File: src/logic/ppcfg_pkg.sv
// Package of offsets, fields, resets and encodings for the port config bank
package ppcfg_pkg;

  ////////////////////////////////////////////////////////////////////////////
  // Register byte addresses
  localparam logic [11:0] ADDR_PORT_MODE  = 12'h3c0;
  localparam logic [11:0] ADDR_DRIVE_STR  = 12'h3c4;
  localparam logic [11:0] ADDR_STATUS     = 12'h3c8;
  // Printed indices, kept for reference
  localparam logic [7:0]  IDX_PORT_MODE   = 8'hf0;
  localparam logic [7:0]  IDX_DRIVE_STR   = 8'hf1;

  ////////////////////////////////////////////////////////////////////////////
  // Reset values
  localparam logic [7:0]  RST_PORT_MODE   = 8'h3c;
  localparam logic [7:0]  RST_DRIVE_STR   = 8'h00;

  ////////////////////////////////////////////////////////////////////////////
  // Field positions
  localparam int          MODE_LSB        = 0;
  localparam int          THR_LSB         = 3;
  localparam int          ITYPE_BIT       = 7;
  localparam int          STEER_LSB       = 0;

  ////////////////////////////////////////////////////////////////////////////
  // Port mode encodings
  typedef enum logic [2:0] {
    PPCFG_SPP       = 3'h0,
    PPCFG_EPP19     = 3'h1,
    PPCFG_ECP       = 3'h2,
    PPCFG_ECP_EPP19 = 3'h3,
    PPCFG_PRINTER   = 3'h4,
    PPCFG_EPP17     = 3'h5,
    PPCFG_RSVD6     = 3'h6,
    PPCFG_ECP_EPP17 = 3'h7
  } ppcfg_mode_t;

  // Drive steering encodings
  localparam logic [1:0]  STEER_NORMAL    = 2'h0;
  localparam logic [1:0]  STEER_SECOND    = 2'h1;
  localparam logic [1:0]  STEER_BOTH      = 2'h2;

endpackage

File: src/logic/ppcfg_mode_decode.sv
// Decoder of port mode field into protocol enables
`timescale 1ns/1ps
module ppcfg_mode_decode (
  input  wire logic [2:0] mode,
  output logic            printer_en,
  output logic            spp_en,
  output logic            epp_en,
  output logic            epp17_sel,
  output logic            ecp_en
);

  always_comb begin
    printer_en = 1'b0;
    spp_en     = 1'b0;
    epp_en     = 1'b0;
    epp17_sel  = 1'b0;
    ecp_en     = 1'b0;
    case (mode)
      ppcfg_pkg::PPCFG_PRINTER: begin
        printer_en = 1'b1;
      end
      ppcfg_pkg::PPCFG_SPP: begin
        spp_en = 1'b1;
      end
      ppcfg_pkg::PPCFG_EPP19: begin
        spp_en = 1'b1;
        epp_en = 1'b1;
      end
      ppcfg_pkg::PPCFG_EPP17: begin
        spp_en    = 1'b1;
        epp_en    = 1'b1;
        epp17_sel = 1'b1;
      end
      ppcfg_pkg::PPCFG_ECP: begin
        ecp_en = 1'b1;
      end
      ppcfg_pkg::PPCFG_ECP_EPP19: begin
        ecp_en = 1'b1;
        epp_en = 1'b1;
      end
      ppcfg_pkg::PPCFG_ECP_EPP17: begin
        ecp_en    = 1'b1;
        epp_en    = 1'b1;
        epp17_sel = 1'b1;
      end
      default: begin
        // Undefined code: fall back to printer behaviour
        printer_en = 1'b1;
      end
    endcase
  end

endmodule

File: src/logic/ppcfg_irq_gen.sv
// Parallel port interrupt shaping: pulsed low or level tracking
`timescale 1ns/1ps
module ppcfg_irq_gen (
  input  wire logic pclk,
  input  wire logic presetn,
  input  wire logic irq_type,
  input  wire logic printer_en,
  input  wire logic spp_en,
  input  wire logic epp_en,
  input  wire logic ecp_en,
  input  wire logic ecp_fifo_mode,
  input  wire logic printer_acknowledge_n,
  input  wire logic ecp_irq_event,
  output logic      irq_out,
  output logic      irq_oe
);

  logic ack_d_ff;
  logic nxt_ack_d;
  logic nxt_pulse;
  logic out_ff;
  logic nxt_out;
  logic oe_ff;
  logic nxt_oe;
  logic type_valid;

  always_comb begin
    // Type bit ignored in printer and plain bidirectional modes
    type_valid = !(printer_en || (spp_en && !epp_en));
    nxt_ack_d  = printer_acknowledge_n;
    nxt_pulse  = 1'b0;
    nxt_out    = printer_acknowledge_n;
    nxt_oe     = 1'b1;
    if (ecp_en && ecp_fifo_mode) begin
      nxt_out = ecp_irq_event;
      nxt_oe  = 1'b1;
    end else if (type_valid && irq_type) begin
      // One-cycle low pulse on falling ack edge, then high-Z
      nxt_pulse = ack_d_ff && !printer_acknowledge_n;
      nxt_out   = 1'b0;
      nxt_oe    = nxt_pulse;
    end else if (type_valid) begin
      nxt_out = printer_acknowledge_n;
      nxt_oe  = 1'b1;
    end
  end

  always_ff @(posedge pclk or negedge presetn) begin
    if (!presetn) begin
      ack_d_ff <= 1'b1;
      out_ff   <= 1'b0;
      oe_ff    <= 1'b0;
    end else begin
      ack_d_ff <= nxt_ack_d;
      out_ff   <= nxt_out;
      oe_ff    <= nxt_oe;
    end
  end

  assign irq_out = out_ff;
  assign irq_oe  = oe_ff;

endmodule

File: src/logic/ppcfg_regs.sv
// APB register bank for parallel port mode and floppy pin steering
`timescale 1ns/1ps
module ppcfg_regs (
  input  wire logic        pclk,
  input  wire logic        presetn,
  input  wire logic        psel,
  input  wire logic        penable,
  input  wire logic        pwrite,
  input  wire logic [11:0] paddr,
  input  wire logic [31:0] pwdata,
  input  wire logic [3:0]  pstrb,
  output logic      [31:0] prdata,
  output logic             pready,
  output logic             pslverr,
  input  wire logic        printer_acknowledge_n,
  input  wire logic        ecp_fifo_mode,
  input  wire logic        ecp_irq_event,
  output logic             irq_out,
  output logic             irq_oe,
  output logic      [2:0]  port_mode,
  output logic      [3:0]  fifo_threshold,
  output logic             printer_en,
  output logic             spp_en,
  output logic             epp_en,
  output logic             epp17_sel,
  output logic             ecp_en,
  output logic             floppy0_on_pport,
  output logic             floppy1_on_pport,
  output logic      [1:0]  floppy_pin_steering
);

  ////////////////////////////////////////////////////////////////////////////
  // Register state
  logic [7:0]  mode_ff;
  logic [7:0]  nxt_mode;
  logic [7:0]  steer_ff;
  logic [7:0]  nxt_steer;
  logic [31:0] rdata_ff;
  logic [31:0] nxt_rdata;
  logic        err_ff;
  logic        nxt_err;
  logic        f0_ff;
  logic        nxt_f0;
  logic        f1_ff;
  logic        nxt_f1;
  logic        setup;
  logic        hit_mode;
  logic        hit_steer;
  logic        hit_stat;

  ////////////////////////////////////////////////////////////////////////////
  // Bus decode; zero wait states, answer in the access phase
  always_comb begin
    setup     = psel && !penable;
    hit_mode  = paddr == ppcfg_pkg::ADDR_PORT_MODE;
    hit_steer = paddr == ppcfg_pkg::ADDR_DRIVE_STR;
    hit_stat  = paddr == ppcfg_pkg::ADDR_STATUS;
    nxt_mode  = mode_ff;
    nxt_steer = steer_ff;
    nxt_rdata = rdata_ff;
    nxt_err   = err_ff;
    if (setup) begin
      nxt_err   = !(hit_mode || hit_steer || (hit_stat && !pwrite));
      nxt_rdata = 32'h0000_0000;
      if (!pwrite) begin
        if (hit_mode) begin
          nxt_rdata = {24'h00_0000, mode_ff};
        end else if (hit_steer) begin
          nxt_rdata = {24'h00_0000, steer_ff};
        end else if (hit_stat) begin
          nxt_rdata = {24'h00_0000, 1'b0, irq_oe, irq_out,
                       floppy1_on_pport, floppy0_on_pport,
                       ecp_en, epp_en, spp_en};
        end
      end
    end
    if (psel && penable && pwrite && pstrb[0]) begin
      if (hit_mode) begin
        nxt_mode = pwdata[7:0];
      end else if (hit_steer) begin
        // Reserved bits stored as written; software keeps them zero
        nxt_steer = pwdata[7:0];
      end
    end
  end

  always_ff @(posedge pclk or negedge presetn) begin
    if (!presetn) begin
      mode_ff  <= ppcfg_pkg::RST_PORT_MODE;
      steer_ff <= ppcfg_pkg::RST_DRIVE_STR;
      rdata_ff <= 32'h0000_0000;
      err_ff   <= 1'b0;
    end else begin
      mode_ff  <= nxt_mode;
      steer_ff <= nxt_steer;
      rdata_ff <= nxt_rdata;
      err_ff   <= nxt_err;
    end
  end

  assign pready  = 1'b1;
  assign prdata  = (psel && penable) ? rdata_ff : 32'h0000_0000;
  assign pslverr = psel && penable && err_ff;

  ////////////////////////////////////////////////////////////////////////////
  // Floppy pin steering, registered to keep pin muxes glitch free
  always_comb begin
    case (steer_ff[ppcfg_pkg::STEER_LSB +: 2])
      ppcfg_pkg::STEER_NORMAL: begin
        nxt_f0 = 1'b0;
        nxt_f1 = 1'b0;
      end
      ppcfg_pkg::STEER_SECOND: begin
        nxt_f0 = 1'b0;
        nxt_f1 = 1'b1;
      end
      ppcfg_pkg::STEER_BOTH: begin
        nxt_f0 = 1'b1;
        nxt_f1 = 1'b1;
      end
      default: begin
        nxt_f0 = 1'b0;
        nxt_f1 = 1'b0;
      end
    endcase
  end

  always_ff @(posedge pclk or negedge presetn) begin
    if (!presetn) begin
      f0_ff <= 1'b0;
      f1_ff <= 1'b0;
    end else begin
      f0_ff <= nxt_f0;
      f1_ff <= nxt_f1;
    end
  end

  assign floppy0_on_pport    = f0_ff;
  assign floppy1_on_pport    = f1_ff;
  assign floppy_pin_steering = steer_ff[ppcfg_pkg::STEER_LSB +: 2];
  assign port_mode           = mode_ff[ppcfg_pkg::MODE_LSB +: 3];
  assign fifo_threshold      = mode_ff[ppcfg_pkg::THR_LSB +: 4];

  ////////////////////////////////////////////////////////////////////////////
  // Submodules
  ppcfg_mode_decode u_dec (
    .mode       (mode_ff[ppcfg_pkg::MODE_LSB +: 3]),
    .printer_en (printer_en),
    .spp_en     (spp_en),
    .epp_en     (epp_en),
    .epp17_sel  (epp17_sel),
    .ecp_en     (ecp_en)
  );

  ppcfg_irq_gen u_irq (
    .pclk                  (pclk),
    .presetn               (presetn),
    .irq_type              (mode_ff[ppcfg_pkg::ITYPE_BIT]),
    .printer_en            (printer_en),
    .spp_en                (spp_en),
    .epp_en                (epp_en),
    .ecp_en                (ecp_en),
    .ecp_fifo_mode         (ecp_fifo_mode),
    .printer_acknowledge_n (printer_acknowledge_n),
    .ecp_irq_event         (ecp_irq_event),
    .irq_out               (irq_out),
    .irq_oe                (irq_oe)
  );

endmodule

File: config.mk
export PLATFORM = sky130hd
export DESIGN_NAME = ppcfg_regs
export DESIGN_NICKNAME = d
export VERILOG_FILES = /design/src/logic/ppcfg_pkg.sv /design/src/logic/ppcfg_mode_decode.sv /design/src/logic/ppcfg_irq_gen.sv /design/src/logic/ppcfg_regs.sv
export SDC_FILE = /design/constraint.sdc
export NUM_CORES = 1
export LEC_CHECK = 0
export BUFFER_PORTS_ARGS = -buffer_cell sky130_fd_sc_hd__buf_4
export CORE_ASPECT_RATIO = 1.25
export CORE_MARGIN = 2
export CORE_UTILIZATION = 30
export DETAILED_ROUTE_END_ITERATION = 8
export GPL_TIMING_DRIVEN = 0
export PLACE_DENSITY = 0.69
export RECOVER_POWER = 50
export SLEW_MARGIN = 20
export SYNTH_ARGS = -nofsm -noshare
export SYNTH_HDL_FRONTEND = slang
export SYNTH_SLANG_ARGS = --single-unit
File: constraint.sdc
create_clock -name pclk -period 1.4 [get_ports pclk]
set_input_delay 0.21 -clock pclk [delete_from_list [all_inputs] [get_ports pclk]]
set_output_delay 0.21 -clock pclk [all_outputs]
set_load 0.05 [all_outputs]
; Word-level counts from Yosys, hierarchy flattened
; Cells that the tools add are included.
[totals]
out_inout_bits = 52
elab_cells = 64
inputBits = 56
ff_bits = 54
[op_classes]
muxes = 16
bitwise_logic = 1
n_eq_ne = 10
reduce_logical = 28
[ops]
columns = operator, n
row1 = "12-bit by 10-bit == test with 1-bit output, second input constant", 3
row2 = 32-bit two-way mux, 1
row3 = 8-bit two-way mux, 3
row4 = 1-bit two-way mux, 11
row5 = 1-bit logical AND, 10
row6 = 7-bit two-way mux, 1
row7 = "3-bit by 2-bit == test with 1-bit output, second input constant", 2
row8 = "3-bit == test, second input constant", 2
row9 = 1-bit logical NOT, 6
row10 = 3-bit OR reduction, 2
row11 = 6-bit OR reduction, 1
row12 = 2-bit OR reduction, 2
row13 = 4-bit OR reduction, 1
row14 = "3-bit by 1-bit == test with 1-bit output, second input constant", 1
row15 = 3-bit logical NOT, 1
row16 = 1-bit logical OR, 3
row17 = 3-bit AND reduction, 1
row18 = "2-bit by 1-bit == test with 1-bit output, second input constant", 1
row19 = "2-bit == test, second input constant", 1
row20 = 2-bit AND reduction, 1
row21 = 1-bit inverter, 1

; Longest topological paths before layout
[logic_depth]
depth_word = 10
mapped_depth = 5
ltp_nobuf = 5

; Modules after synthesis
; Synthesis repeated with hierarchy kept, for this count alone.
[unflattened]
cells_unflattened = 159
hier_area_um2 = 1778.0
[by_module_without_submodules]
columns = mod, instances, seq_area_each_um2, area_per_inst_um2, cells_each
row1 = ppcfg_regs, 1, 680.7, 1609.0, 143
row2 = ppcfg_irq_gen, 1, 76.3, 131.4, 11
row3 = ppcfg_mode_decode, 1, 0.0, 37.5, 5

; Worst setup path before layout
; OpenSTA, ideal clock, no wires.
[synth_path]
kind = reg-to-reg
start = register mode_ff[0]
end = register rdata_ff[0]
arrival_ns = 2.143
stages_incl_launch_ff = 6
setup_ns = 0.078
synth_period_minus_slack_ns = 2.221
path_slack_ns = -0.821
n_path_buf = 0
required_time_ns = 1.322
cell_sequence = dfrtp_1 -> nand2b_1 -> inv_1 -> nor2_1 -> a22oi_1 -> o21ai_1
[synth_via]
elab_chain_cells = 7
elab_cells_between_ends = 9
cone_classes = eq/ne (2) / mux (5) / reduce/logical (2)
[synth_rtl]
columns = element, line
row1 = start: declaration, ppcfg_regs.sv:34  ; logic [7:0] mode_ff;
row2 = start signal: assignment, ppcfg_regs.sv:89  ; mode_ff <= ppcfg_pkg::RST_PORT_MODE;
row3 = start signal: assignment, ppcfg_regs.sv:94  ; mode_ff <= nxt_mode;
row4 = "3-bit by 1-bit == test with 1-bit output, or another cell as far along", ppcfg_mode_decode.sv:18  ; case (mode)
row5 = 3-bit OR reduction (no line) (*), n/a
row6 = 1-bit two-way mux (*), ppcfg_mode_decode.sv:18
row7 = net spp_en, ppcfg_regs.sv:23  ; output logic spp_en,
row8 = 7-bit two-way mux (*), ppcfg_regs.sv:70  ; end else if (hit_stat) begin
row9 = 8-bit two-way mux (*), ppcfg_regs.sv:68  ; end else if (hit_steer) begin
row10 = 8-bit two-way mux (*), ppcfg_regs.sv:66  ; if (hit_mode) begin
row11 = 8-bit two-way mux (*), ppcfg_regs.sv:65  ; if (!pwrite) begin
row12 = end signal: assignment, ppcfg_regs.sv:96  ; rdata_ff <= nxt_rdata;
row13 = end: declaration, ppcfg_regs.sv:38  ; logic [31:0] rdata_ff;
; Mark *: on every way through the listed nets, which the timed path passes. The rest lies on a longest branch.
; A chain may end at the register's enable or synchronous reset.

; Worst setup path after layout
[layout_path]
start = input port paddr[1]
end = register mode_ff[1]
[layout_via]
elab_chain_cells = 2
[layout_rtl]
columns = element, line
row1 = start: declaration, ppcfg_regs.sv:9  ; input wire logic [11:0] paddr,
row2 = 12-bit by 10-bit == test with 1-bit output, ppcfg_regs.sv:55  ; hit_mode = paddr == ppcfg_pkg::ADDR_PORT_MODE;
row3 = 2-bit AND reduction (no line), n/a
; No other way between the ends.

==> results.md <==
Worst setup path:
- The depth of the worst register-to-register path is 5.
- In this run the worst setup path begins at paddr[1].
- The biggest fanout along the worst timing path is 8.
- The worst register-to-register path begins at mode_ff[0].
- The worst setup path is launched from a primary input.
- The setup check on the worst reg-to-reg path leaves a slack of 0.16 ns.
- The endpoint arrival time on the critical path is 1.79 ns.
- Data on the critical path is required at its endpoint by 1.56 ns.
- The critical path capture point type is a flip-flop.
- The endpoint of the most critical setup path is mode_ff[1].
- The critical path is of the in2reg type.
- The capture point of the worst reg-to-reg path is rdata_ff[0].

Yosys:
- After technology mapping, the gate count stands at 156.
- The commonest cells after synthesis are 28 x sky130_fd_sc_hd__buf_4, 25 x sky130_fd_sc_hd__dfrtp_1, 12 x sky130_fd_sc_hd__a22oi_1.
- For this run, the leading register cell type out of synthesis is sky130_fd_sc_hd__dfrtp_1.
- The cell accounting for the most synthesized area is sky130_fd_sc_hd__dfrtp_1.
- Counting flops and latches in the post-synthesis netlist gives 30.
- The Yosys warning count is 0.
- The unique cell type count in the Yosys netlist is 32.
- The fraction of registers with async set or reset after synthesis is 1.000.
- By area the synthesized netlist is led by sky130_fd_sc_hd__dfrtp_1 37%, sky130_fd_sc_hd__buf_4 13%, sky130_fd_sc_hd__dfstp_2 7.8%.
- Among all cell types in the netlist, the one instantiated most often is sky130_fd_sc_hd__buf_4.
- The mean cell area of the mapped netlist is 10.76 um^2.
- The post-synthesis sequential area ratio is 0.4508.
- The mapped netlist covers 1679 um^2.
- Of the post-synthesis cell area, the dominant cell type holds 0.3726.
- The number of enable-type register cells in the synthesized netlist is 0.

Route:
- The total length of routed wires is 3.706 mm.
- The initial DRC count is 30.
- The via density per instance is 4.291.
- The count of nets left with antenna violations once routing finished came out at 0.
- The number of remaining DRC errors is 0.
- Summing over every cut layer, the via total after detailed routing is 1326.
- The number of detailed-routing iterations run before antenna repair is 4.
- After detailed routing, the average wire length per cell comes to 11.99 um.

Timing:
- The post-route clock period utilization is 1.165.
- The final clock skew is 0.005405 ns.
- The final count of pins violating max slew is 0.
- The timing-limited maximum frequency is 613.3 MHz.
- Headroom to the max-slew limit came out at 0.5272.
- The final worst slack is -0.2305 ns.
- At the pin with the least slew margin, the transition time is 0.7093 ns.
- The count of endpoints failing hold in the final timing report is 0.
- Setup repair after global routing could not meet its margin everywhere.
- Setup violations remaining at the end of the flow were counted as 11.
- The shortest clock period the worst path allows after layout is 1.630 ns.

Final layout:
- Of the cells placed in the final design, the portion with a size suffix greater than 1 is 0.4653.
- In the final layout, flip-flops and latches occupy 757.0 um^2.
- The repair_antennas step left the layout with diodes totalling 0.
- The non-filler instance count after layout is 309.
- The net count of the finished layout is 301.
- At the end of the flow the core is filled with cells to 0.4535.
- The post-synthesis to final-layout area growth is 45.98%.
- The number of filler instances in the final layout is 531.
- In the final layout, the multi-input gates occupy 813.3 um^2.

Placement:
- The global placer's final weighted congestion is 0.7483.
- Once detailed placement completed, the half-perimeter wirelength came to 3.052 mm.
- The number of buffers inserted by port buffering is 55.
- Once placement completed, the tool counted placed cells totaling 298.

GRT:
- The first global-routing pass estimated 6.058 mm of wire.
- The number of global-route vias before repair is 1281.
- The initial antenna violation count was 0.
- The pin count of the biggest net entering global routing is 31.
- Across every metal layer, demand over resource in global routing totals 0.1250.
- The remaining global-route overflow is 0.

Floorplan:
- The number of top-level pins is 108.
- The initial cell density of the core is 0.3106.
- The core area is 5405 um^2.
- The floorplan row count is 30.
- The die extent in x is 70.92 um.
- The floorplan die area is 6215 um^2.
- The die outline height is 87.65 um.

Status:
- The flow ran to the end, but the final reports show violations.
- The checks that failed: negative setup slack.

Clock network:
- The library cell used as clock root buffer is sky130_fd_sc_hd__clkbuf_8.
- The register clock-pin slew on the reported worst setup and hold paths is 0.06 ns.
- The maximum level of the CTS H-tree is 2.
- The buffer levels on the longest clock path is 2.
- At the later pin of the worst-skew pair, clock insertion delay measures 0.28 ns.
- The number of clock sinks seen by CTS is 30.
- The number of buffers inserted during clock tree synthesis is 5.
- The CTS tree is yes.

Power:
- Across the VDD grid, the largest voltage drop is 0.4873 mV.
- In this run the static leakage power is 0.001326 uW.
- The sum of internal, switching and leakage power is 1945 uW.
- The power per cell area is 793.6 nW/um^2.

Hold path:
- The classification of the worst-slack hold path is in2reg.
- The startpoint identified for the worst hold timing path is printer_acknowledge_n.

Run:
- The max-cap violation count is 0.
[layer usage]
metal	global-route usage	wire length, um	vias to the layer above
li1	-	-	674
met1	0.1317	1448	597
met2	0.2311	1931	51
met3	0.04488	295	4
met4	0.04117	31	0
met5	0	0	-
[sequential cells by signal (all words and copies together), names as in the netlist]
name and count:
err_ff 1, floppy0_on_pport 1, floppy1_on_pport 1, mode_ff 8
rdata_ff 8, steer_ff 8, u_irq.ack_d_ff 1, u_irq.irq_oe 1
u_irq.irq_out 1
[critical path: stages]
cell	delay (ns)
sky130_fd_sc_hd__buf_6	0.09
sky130_fd_sc_hd__or4_4	0.52
sky130_fd_sc_hd__or4b_4	0.51
sky130_fd_sc_hd__buf_12	0.17
sky130_fd_sc_hd__mux2_4	0.29
[layout by cell type, fill, tap and decap left out, types with 2 or more instances in the layout]
master and instances:
sky130_fd_sc_hd__clkbuf_2 6, sky130_fd_sc_hd__dfstp_2 5, sky130_fd_sc_hd__mux2_4 8, sky130_fd_sc_hd__dfrtp_1 25
sky130_fd_sc_hd__nand4bb_4 2, sky130_fd_sc_hd__and2_1 2, sky130_fd_sc_hd__a22oi_1 12, sky130_fd_sc_hd__o21ai_0 2
sky130_fd_sc_hd__nor2b_1 2, sky130_fd_sc_hd__o21ai_1 7, sky130_fd_sc_hd__inv_1 5, sky130_fd_sc_hd__buf_4 73
sky130_fd_sc_hd__nor2_1 5, sky130_fd_sc_hd__mux2i_1 3, sky130_fd_sc_hd__clkbuf_1 6, sky130_fd_sc_hd__nand2_1 6
sky130_fd_sc_hd__conb_1 25, sky130_fd_sc_hd__and3_1 9, sky130_fd_sc_hd__nand2b_1 2, sky130_fd_sc_hd__a21oi_1 2
sky130_fd_sc_hd__mux2_1 8, sky130_fd_sc_hd__clkbuf_8 6, sky130_fd_sc_hd__buf_6 5
[report_power, final]
part	internal, uW	leakage [uW]	switching (uW)	total, uW
combinational	129	0.000887	236	365
sequential	876	0.000391	3.79	880
clock	395	0.0000482	305	701
total	1400	0.00133	545	1950
[worst min path at each step]
stage	end	depth (start not counted)
6_report	u_irq.ack_d_ff	1
3_3_place_gp	mode_ff[6]	1
3_5_place_dp	mode_ff[6]	1
2_1_floorplan	err_ff	0
4_1_cts	u_irq.ack_d_ff	1
5_1_grt	u_irq.ack_d_ff	1
[repair_timing]
action                     CTS  global route
pin swaps                    0             1
hold buffers                 1             0
setup endpoints to repair   13            20
cloned                       0             0
hold endpoints to repair    25             0
setup buffers                2             0
resized for setup            4             6
[logic make-up after synthesis]
group                    after synthesis  synth area share
buffers and inverters                 39            0.1498
adder cells (fa/ha/maj)                1          0.007450
AO/OA/AOI/OAI                         25           0.09464
flip-flops                            30            0.4508
AND/OR/NAND/NOR                       40            0.1498
other                                  2          0.004473
multiplexers                          19            0.1431
[metrics by stage]
stage	area (um^2)	hold WS, ns	setup slack (ns)	setup TNS [ns]
2_1_floorplan	1815	-0.08559	-0.3870	-4.042
3_3_place_gp	2308	0.1498	-0.5424	-7.479
3_5_place_dp	2308	0.1516	-0.5601	-7.791
4_1_cts	2445	0.04264	-0.2236	-1.984
5_1_grt	2451	0.03496	-0.2364	-2.283
6_report	2451	0.03887	-0.2305	-2.043
[layout make-up]
cell class                 instances  area share
tap                               64     0.03267
buffer                            34      0.1021
clock buffer                       7     0.03522
sequential                        30      0.3088
clock inverter                     1    0.002042
inverter                           5    0.007657
timing repair buffer              58      0.1797
multi-input combinational        110      0.3318
(Power assumes the default switching activity.)
